--- config.mk ---
export PLATFORM = sky130hd
export DESIGN_NAME = irq_controller
export DESIGN_NICKNAME = d
export VERILOG_FILES = /design/src/logic/irq_pkg.sv /design/src/logic/irq_controller.sv
export SDC_FILE = /design/constraint.sdc
export NUM_CORES = 1
export LEC_CHECK = 0
export ABC_AREA = 1
export BUFFER_PORTS_ARGS = -buffer_cell sky130_fd_sc_hd__buf_4
export CAP_MARGIN = 15
export CORE_MARGIN = 4
export CORE_UTILIZATION = 55
export DETAILED_ROUTE_END_ITERATION = 8
export GPL_TIMING_DRIVEN = 0
export PLACE_DENSITY_LB_ADDON = 0.05
export SETUP_SLACK_MARGIN = 0.15
export SLEW_MARGIN = 10
export SYNTH_ARGS = -nofsm -noshare
export SYNTH_HDL_FRONTEND = slang
export SYNTH_SLANG_ARGS = --single-unit
--- constraint.sdc ---
create_clock -name sys_clk -period 40.4 [get_ports sys_clk]
set_clock_uncertainty 0.1 [all_clocks]
set_input_delay 4.04 -clock sys_clk [delete_from_list [all_inputs] [get_ports sys_clk]]
set_output_delay 4.04 -clock sys_clk [all_outputs]
set_load 0.02 [all_outputs]
--- src/logic/irq_pkg.sv ---
// constants and carrier types for the four-level interrupt controller
// How it works
// - fifteen sources, each at one of four levels
// - pins, two timers, uart rx or tx
// - eight timer requests, overflows ored together
// - capture input sets its capture flag
// - count equal compare register sets flag
// - low byte or full count overflow flags
// - hardware never clears timer event flags
// - converter done flag raises request, sticky
// - valid i2c status load sets i2c flag
// - software clears converter flag, never sets
// - software sets or clears other flags
// - per-source enable bits gate requests
// - bit 7 of primary enable is global
// - primary enable bits: adc down to ext0
// - enable, low and high priority registers
// - high,low bits give levels 0 to 3
// - equal or higher active level blocks request
// - higher request pre-empts, lower resumes later
// - timer enable: overflow, compares, captures
// - primary high priority bit 6 adc, 7 unused
package irq_pkg;
  localparam int NUM_SRC = 15;
  localparam int SRC_W = 4;
  localparam int ADDR_W = 8;
  localparam logic [7:0] OFS_ENABLE_PRIMARY = 8'ha8;
  localparam logic [7:0] OFS_ENABLE_TIMER = 8'he8;
  localparam logic [7:0] OFS_PRIO_LOW_PRIMARY = 8'hb8;
  localparam logic [7:0] OFS_PRIO_HIGH_PRIMARY = 8'hbc;
  localparam logic [7:0] OFS_PRIO_LOW_TIMER = 8'hf8;
  localparam logic [7:0] OFS_PRIO_HIGH_TIMER = 8'hfc;
  localparam logic [7:0] OFS_FLAGS_PRIMARY = 8'hc0;
  localparam logic [7:0] OFS_FLAGS_TIMER = 8'hc4;
  localparam logic [7:0] OFS_COMPARE_0 = 8'hd0;
  localparam logic [7:0] OFS_STATUS = 8'he0;
  localparam int GLOBAL_EN_BIT = 7;
  localparam int ADC_FLAG_BIT = 7;
  localparam int CAP_POS = 0;
  localparam int CMP_POS = 4;
  localparam int BOVF_POS = 7;
  localparam int FOVF_POS = 8;
  localparam logic [7:0] RESET_ENABLE = 8'h00;
  localparam logic [7:0] RESET_PRIO = 8'h00;
  localparam logic [15:0] RESET_COMPARE = 16'h0000;

  // one-cycle event pulses from the peripherals
  typedef struct packed {
    logic ext0;
    logic timer0;
    logic ext1;
    logic timer1;
    logic uart_rx;
    logic uart_tx;
    logic i2c_status_valid;
    logic conv_done;
    logic [3:0] capture;
    logic timer_tick;
    logic [15:0] timer_count;
  } periph_events_t;

  // request handed to the cpu core
  typedef struct packed {
    logic valid;
    logic [SRC_W-1:0] source;
    logic [1:0] level;
  } irq_grant_t;
endpackage

--- src/logic/irq_controller.sv ---
// fifteen-source four-level interrupt controller with avalon-mm registers
`timescale 1ns/1ps
module irq_controller
(
  input wire logic sys_clk,
  input wire logic rst,
  input wire logic [irq_pkg::ADDR_W-1:0] avs_address,
  input wire logic avs_read,
  input wire logic avs_write,
  input wire logic [31:0] avs_writedata,
  output logic [31:0] avs_readdata,
  output logic avs_waitrequest,
  input wire irq_pkg::periph_events_t events,
  input wire logic cpu_ack,
  input wire logic cpu_return,
  output irq_pkg::irq_grant_t grant
);
  typedef struct packed {
    logic [7:0] en_pri;
    logic [7:0] en_tmr;
    logic [7:0] pl_pri;
    logic [7:0] ph_pri;
    logic [7:0] pl_tmr;
    logic [7:0] ph_tmr;
    logic [7:0] flags_pri;
    logic [8:0] flags_tmr;
    logic [2:0][15:0] cmp;
    logic [3:0] active;
    logic wait_n;
    logic [31:0] rdata;
    irq_pkg::irq_grant_t grant;
  } state_t;

  state_t st_reg;
  state_t st_next;
  logic [irq_pkg::NUM_SRC-1:0] req;
  logic [irq_pkg::NUM_SRC-1:0] en;
  logic [irq_pkg::NUM_SRC-1:0] plo;
  logic [irq_pkg::NUM_SRC-1:0] phi;
  logic [irq_pkg::SRC_W-1:0] best_src;
  logic [1:0] best_lvl;
  logic best_any;
  logic blocked;
  logic [2:0] act_top;
  logic commit;
  logic [7:0] wd;
  logic [8:0] hw_tmr;
  logic [7:0] hw_pri;

  function automatic logic [2:0] top_active(input logic [3:0] act);
    logic [2:0] r;
    r = 3'h0;
    for (int k = 0; k < 4; k++)
    begin
      if (act[k])
      begin
        r = {1'b1, 2'(k)};
      end
    end
    return r;
  endfunction

  assign avs_readdata = st_reg.rdata;
  assign avs_waitrequest = ~st_reg.wait_n;
  assign grant = st_reg.grant;
  assign wd = avs_writedata[7:0];
  assign commit = st_reg.wait_n & (avs_read | avs_write);

  // hardware set events, one bit per flag
  always_comb
  begin
    hw_pri = {events.conv_done, events.i2c_status_valid, events.uart_tx, events.uart_rx,
              events.timer1, events.ext1, events.timer0, events.ext0};
    hw_tmr = '0;
    hw_tmr[irq_pkg::CAP_POS +: 4] = events.capture;
    for (int c = 0; c < 3; c++)
    begin
      hw_tmr[irq_pkg::CMP_POS + c] = events.timer_tick
        && events.timer_count == st_reg.cmp[c];
    end
    hw_tmr[irq_pkg::BOVF_POS] = events.timer_tick && events.timer_count[7:0] == 8'h00;
    hw_tmr[irq_pkg::FOVF_POS] = events.timer_tick && events.timer_count == 16'h0000;
  end

  // source vector: 0 ext0, 1 timer0, 2 ext1, 3 timer1, 4 uart, 5 i2c, 6 adc,
  // 7..10 captures, 11..13 compares, 14 overflow
  always_comb
  begin
    req = {st_reg.flags_tmr[irq_pkg::BOVF_POS] | st_reg.flags_tmr[irq_pkg::FOVF_POS],
           st_reg.flags_tmr[6:0],
           st_reg.flags_pri[irq_pkg::ADC_FLAG_BIT],
           st_reg.flags_pri[6],
           st_reg.flags_pri[4] | st_reg.flags_pri[5],
           st_reg.flags_pri[3:0]};
    en = {st_reg.en_tmr, st_reg.en_pri[6:0]};
    plo = {st_reg.pl_tmr, st_reg.pl_pri[6:0]};
    phi = {st_reg.ph_tmr, st_reg.ph_pri[6:0]};
  end

  // lowest index wins among equal levels, so at most one source is picked
  always_comb
  begin
    best_any = 1'b0;
    best_src = '0;
    best_lvl = 2'h0;
    for (int i = 0; i < irq_pkg::NUM_SRC; i++)
    begin
      if (req[i] && en[i] && st_reg.en_pri[irq_pkg::GLOBAL_EN_BIT])
      begin
        if (!best_any || {phi[i], plo[i]} > best_lvl)
        begin
          best_any = 1'b1;
          best_src = irq_pkg::SRC_W'(i);
          best_lvl = {phi[i], plo[i]};
        end
      end
    end
    // an active handler at the same or higher level holds the request back
    act_top = top_active(st_reg.active);
    blocked = act_top[2] && best_lvl <= act_top[1:0];
  end

  always_comb
  begin
    st_next = st_reg;
    // flags: software write first, hardware set after so a same-cycle event survives
    if (commit && avs_write)
    begin
      unique case (avs_address)
        irq_pkg::OFS_ENABLE_PRIMARY: st_next.en_pri = wd;
        irq_pkg::OFS_ENABLE_TIMER: st_next.en_tmr = wd;
        irq_pkg::OFS_PRIO_LOW_PRIMARY: st_next.pl_pri = {1'b0, wd[6:0]};
        irq_pkg::OFS_PRIO_HIGH_PRIMARY: st_next.ph_pri = {1'b0, wd[6:0]};
        irq_pkg::OFS_PRIO_LOW_TIMER: st_next.pl_tmr = wd;
        irq_pkg::OFS_PRIO_HIGH_TIMER: st_next.ph_tmr = wd;
        irq_pkg::OFS_FLAGS_PRIMARY:
        begin
          st_next.flags_pri[6:0] = wd[6:0];
          st_next.flags_pri[7] = st_reg.flags_pri[7] & wd[7];
        end
        irq_pkg::OFS_FLAGS_TIMER: st_next.flags_tmr = avs_writedata[8:0];
        irq_pkg::OFS_COMPARE_0, irq_pkg::OFS_COMPARE_0 + 8'h04,
        irq_pkg::OFS_COMPARE_0 + 8'h08:
        begin
          st_next.cmp[avs_address[3:2]] = avs_writedata[15:0];
        end
        default:
        begin
        end
      endcase
    end
    st_next.flags_pri = st_next.flags_pri | hw_pri;
    st_next.flags_tmr = st_next.flags_tmr | hw_tmr;

    // read data captured in the request cycle, shown while waitrequest is low
    st_next.rdata = '0;
    unique case (avs_address)
      irq_pkg::OFS_ENABLE_PRIMARY: st_next.rdata[7:0] = st_reg.en_pri;
      irq_pkg::OFS_ENABLE_TIMER: st_next.rdata[7:0] = st_reg.en_tmr;
      irq_pkg::OFS_PRIO_LOW_PRIMARY: st_next.rdata[7:0] = st_reg.pl_pri;
      irq_pkg::OFS_PRIO_HIGH_PRIMARY: st_next.rdata[7:0] = st_reg.ph_pri;
      irq_pkg::OFS_PRIO_LOW_TIMER: st_next.rdata[7:0] = st_reg.pl_tmr;
      irq_pkg::OFS_PRIO_HIGH_TIMER: st_next.rdata[7:0] = st_reg.ph_tmr;
      irq_pkg::OFS_FLAGS_PRIMARY: st_next.rdata[7:0] = st_reg.flags_pri;
      irq_pkg::OFS_FLAGS_TIMER: st_next.rdata[8:0] = st_reg.flags_tmr;
      irq_pkg::OFS_COMPARE_0: st_next.rdata[15:0] = st_reg.cmp[0];
      irq_pkg::OFS_COMPARE_0 + 8'h04: st_next.rdata[15:0] = st_reg.cmp[1];
      irq_pkg::OFS_COMPARE_0 + 8'h08: st_next.rdata[15:0] = st_reg.cmp[2];
      irq_pkg::OFS_STATUS:
      begin
        st_next.rdata[3:0] = st_reg.active;
        st_next.rdata[4] = st_reg.grant.valid;
        st_next.rdata[11:8] = st_reg.grant.source;
        st_next.rdata[13:12] = st_reg.grant.level;
      end
      default:
      begin
      end
    endcase
    // one wait state per access, then back to waiting
    st_next.wait_n = (avs_read | avs_write) & ~st_reg.wait_n;

    // level stack: return pops the top level, then ack pushes the granted one
    if (cpu_return)
    begin
      st_next.active[act_top[1:0]] = 1'b0;
    end
    if (cpu_ack && st_reg.grant.valid)
    begin
      st_next.active[st_reg.grant.level] = 1'b1;
    end
    st_next.grant.valid = best_any && !blocked && !cpu_ack;
    st_next.grant.source = best_src;
    st_next.grant.level = best_lvl;
  end

  always_ff @(posedge sys_clk or posedge rst)
  begin
    if (rst)
    begin
      st_reg <= '0;
      st_reg.en_pri <= irq_pkg::RESET_ENABLE;
      st_reg.en_tmr <= irq_pkg::RESET_ENABLE;
      st_reg.pl_pri <= irq_pkg::RESET_PRIO;
      st_reg.ph_pri <= irq_pkg::RESET_PRIO;
      st_reg.pl_tmr <= irq_pkg::RESET_PRIO;
      st_reg.ph_tmr <= irq_pkg::RESET_PRIO;
      st_reg.cmp <= {3{irq_pkg::RESET_COMPARE}};
    end
    else
    begin
      st_reg <= st_next;
    end
  end
endmodule

Word level (Yosys, flattened, before mapping)
Cells that the tools add are included.
- flip-flop bits (word level): 139
- input bits: 75
- output and inout bits: 40
- word-level logic and storage cells: 256
- magnitude comparators: 21
- eq/ne operators: 15
- multiplexer cells: 108
- bitwise operators: 12
- reduce and logical (&&, ||, !) cells: 83
- operators with widths (cell ; count):
    two-way mux 4 bit ; 28
    equality test 8 bit, second input constant ; 12
    two-way mux 65 bit ; 1
    case mux 5 bit (12 select lines) ; 1
    two-way mux 2 bit ; 29
    bitwise mux 48 bit ; 1
    equality test 16 bit ; 3
    two-way mux 48 bit ; 1
    logical AND 1 bit ; 43
    two-way mux 1 bit ; 33
    case mux 3 bit (11 select lines) ; 1
    demux 16 bit (select 2 bit) ; 1
    > comparator 2 bit ; 14
    case mux 5 bit (4 select lines) ; 1
    zero test 1 bit ; 16
    zero test 16 bit ; 1
    two-way mux 16 bit ; 1
    logical OR 1 bit ; 14
    AND reduction 2 bit ; 7
    two-way mux 3 bit ; 4
    less-than comparator 2 x 3 -> 1 bit, second input constant ; 3
    two-way mux 9 bit ; 1
    bitwise OR 9 bit ; 1
    zero test 8 bit ; 1
    14 further kinds ; 21

Longest topological paths before layout
- depth in word-level cells: 64
- gate-level depth with buffers: 127
- mapped depth without buffers: 126

Worst setup path before layout
Ideal clock, no wire load.
- kind: register to register
- start point: register st_reg[156] in the netlist's numbering
- end point: register st_reg (netlist bit grant[6])
- setup time: 0.120 ns
- data arrival time: 13.088 ns
- data required time: 40.180 ns
- slack: 27.092 ns
- cell stages (with the launch flop): 126
- path buffers: 1
- clock period less this slack: 13.308 ns
- path through: dfrtp_1 > buf_6 > nand3_4 > nor2_1 > inv_1 > ha_1 > nand2_1 > nand2_1 > nand2_1 > nand2_2 > nand2_4 > nand2_1 > nand2_1 > ha_1 > inv_1 > nor2_1 > o21ai_0 > nand2_1 > [90 not listed] > nand2_2 > inv_1 > nand3_2 > and2_1 > ha_1 > nand2_1 > o21ai_0 > nand2_1 > nand2_1 > inv_1 > o21ai_0 > ha_1 > inv_1 > nor2_1 > o21ai_0 > o21ai_0 > o211ai_1 > inv_1
- RTL lines (item ; RTL line ; text):
    start: declaration ; irq_controller.sv:34 ; state_t st_reg;
    start signal: assignment ; irq_controller.sv:212 ; st_reg <= st_next;

==> flow_summary.json <==
{
  "layout_common_cells": "nand2_1 (228), inv_1 (162), dfrtp_1 (139)",
  "cts.sinks": 139,
  "grt.overflow.total": 0,
  "period_minus_slack_ns": 14.74,
  "busiest_layer": "met1",
  "ys_async_sr_fraction": 1.00,
  "die_h_um": 131,
  "io_pins": 115,
  "final_nets": 1279,
  "cp.arrival_ns": 14.95,
  "die_area_um2": 17100,
  "slew_violations": 0,
  "antenna_found_initial": 0,
  "cp_common_cell": "nand2_1",
  "cts_root_buf": "clkbuf_16",
  "cpPeakStageDelay_ns": 0.34,
  "multi_input_area_um2": 3840,
  "setup_ws_ns": 25.66,
  "grt_pass1_vias": 7038,
  "syn_area_per_cell_um2": 7.77,
  "ys_types": 48,
  "cts_resized": 0,
  "mostFrequentLayoutCell": "nand2_1",
  "routedWlPerCell_um": 17.7,
  "row_count": 44,
  "grt_setup_unrepaired": "false",
  "critPathKind": "reg -> reg",
  "final_layout_size_suffix_gt1_frac": 0.176,
  "numCtsBuffers": 17,
  "utilization": 0.672,
  "synth-edff-count": 0,
  "io_buffers": 82,
  "p_leak_nw": 5.09,
  "required_ns": 40.61,
  "ys_seq_area_frac": 0.420,
  "dp_cells": 1348,
  "power_density_nw_per_um2": 36.4,
  "detail_route.first_pass.iterations": 5,
  "first_iter_violations": 817,
  "peakVddDrop_mv": 0.0340,
  "cts_setup_buffers": 0,
  "crit_path_start_kind": "flop",
  "core_area_um2": 14600,
  "slowest_stage": "dfrtp_1",
  "synth_top_area_cell": "dfrtp_1",
  "grt.total_usage": 0.292,
  "yosys_most_used_dff": "dfrtp_1",
  "final_cells": 1380,
  "setup_viol_count_final": 0,
  "ant_nets": 0,
  "clk_pin_slew_ns": 0.06,
  "use_met2": 0.425,
  "hold_path_class": "reg -> reg",
  "slew_headroom": 0.310,
  "post-route-drc-count": 0,
  "synth_area_leaders": "dfrtp_1 (42%), nand2_1 (10%), o21ai_0 (8.0%)",
  "clockBufferDepth": 2,
  "initial_core_util": 0.566,
  "grt_pass1_wl_mm": 37.7,
  "synth_cells": 1066,
  "dp_hpwl_mm": 18.7,
  "post-place-ws_ns": 25.75,
  "cts_tree": "yes",
  "drt-total-wl_mm": 24.5,
  "synth_top_area_share": 0.420,
  "post-route-period-util": 0.365,
  "htree_levels": 4,
  "yosys_warnings": 0,
  "avgViaCountPerCell": 5.66,
  "setup.worst_path.end_class": "flop",
  "seq_area_um2": 3480,
  "run_status": "finished clean",
  "n_fill_cell": 1286,
  "vias": 7804,
  "gp_congestion": 0.991,
  "max_cap_violations": 0,
  "dieWidth_um": 131,
  "max_freq_mhz": 67.8,
  "worst-path-buf-inv": 27,
  "holdWs_ns": 0.352,
  "crit_family": "simple AND/OR/NAND/NOR gates",
  "fin_tns_setup_ns": 0,
  "grt_start_max_net_pins": 91,
  "grt_use_met3": 0.0537,
  "worst_pin_slew_ns": 1.03,
  "clk_latency_ns": 0.42,
  "syn2layout_area_growth_pct": 18.8,
  "num_antenna_cells": 0,
  "synth_seq_cells": 139,
  "syn_area_um2": 8290,
  "met1_usage": 0.446,
  "hold_viol": 0,
  "crit_fanout": 10,
  "hold_buffers": 0
}
-- worst register-to-register path, delay by kind of cell, from the launching register on --
| family | cells | cell delay, ns |
|---|---|---|
| compound gates | 24 | 3.39 |
| fa+ha+maj | 15 | 4.09 |
| buf+inv | 27 | 1.87 |
| flops | 1 | 0.34 |
| simple gates | 59 | 4.88 |
-- area by class of cell --
type | instances | share of cell area
multi-input cells | 711 | 0.390
clock buffers | 19 | 0.0440
flip-flops and latches | 139 | 0.353
plain buffers | 60 | 0.0385
repair buffers | 83 | 0.0653
inverters | 171 | 0.0662
clock inverters | 13 | 0.0194
well taps | 184 | 0.0234
-- kinds of logic (layout without fill, tap and decap cells) --
logic type,after synthesis,after routing,share of synthesized area
AO/OA/AOI/OAI,254,254,0.184
XOR/XNOR,21,21,0.0222
adder cells (fa/ha/maj),21,21,0.0317
buffers and inverters,231,346,0.124
flip-flops,139,139,0.420
other,1,16,0.000453
AND/OR/NAND/NOR,399,399,0.218
-- Yosys cell counts, types with 2 or more instances --
master and count:
o2111ai_1 4, nor3_1 16, xnor2_1 5, and2_1 2, dfrtp_1 139, nor4_1 10, nor3_2 2, nand2_2 10
o21a_1 2, nor2_1 62, o211ai_1 9, clkinv_1 3, o21bai_1 2, o21ai_0 133, or2_2 2, xor2_1 16
nand2_1 228, nor2_2 5, nand4_1 7, o22ai_1 26, o21ai_1 2, a21oi_1 32, o21ai_2 5, inv_2 4
a211oi_1 3, a22o_1 4, clkbuf_1 20, inv_1 163, nand3_1 36, a21oi_2 7, nand3_2 14, o221ai_1 2
a221oi_1 18, ha_1 21, buf_4 39
-- layer usage --
layer	vias up	wire [um]
li1	3708	-
met1	3679	11300
met2	374	10600
met3	43	2050
met4	0	506
met5	-	0
-- through the flow --
step | area, um2 | total power [mW]
finish | 9840 | 0.359
global route | 9840 | 0.372
CTS | 9840 | 0.360
detailed placement | 9220 | 0.194
global placement | 9190 | 0.193
floorplan | 8340 | 0.177
-- path summary, 6_finish.rpt --
path,slack [ns],cells past startpoint,startpoint,end
setup reg to reg,25.66,125,st_reg[156],grant[6]
min in group asynchronous,3.55,2,rst,async pin
max in group asynchronous,35.84,3,rst,plo[8]
hold / removal,0.35,1,st_reg[39],st_reg[39]
setup / recovery,25.66,125,st_reg[156],grant[6]
hold reg to reg,0.35,1,st_reg[39],st_reg[39]
-- report_power, final --
part / switching, mW / internal, mW / total (mW) / leakage [nW]
sequential: 0.00451 / 0.144 / 0.149 / 1.68
combinational: 0.0259 / 0.0172 / 0.0430 / 3.11
clock: 0.0629 / 0.104 / 0.167 / 0.295
(Power assumes the default switching activity.)
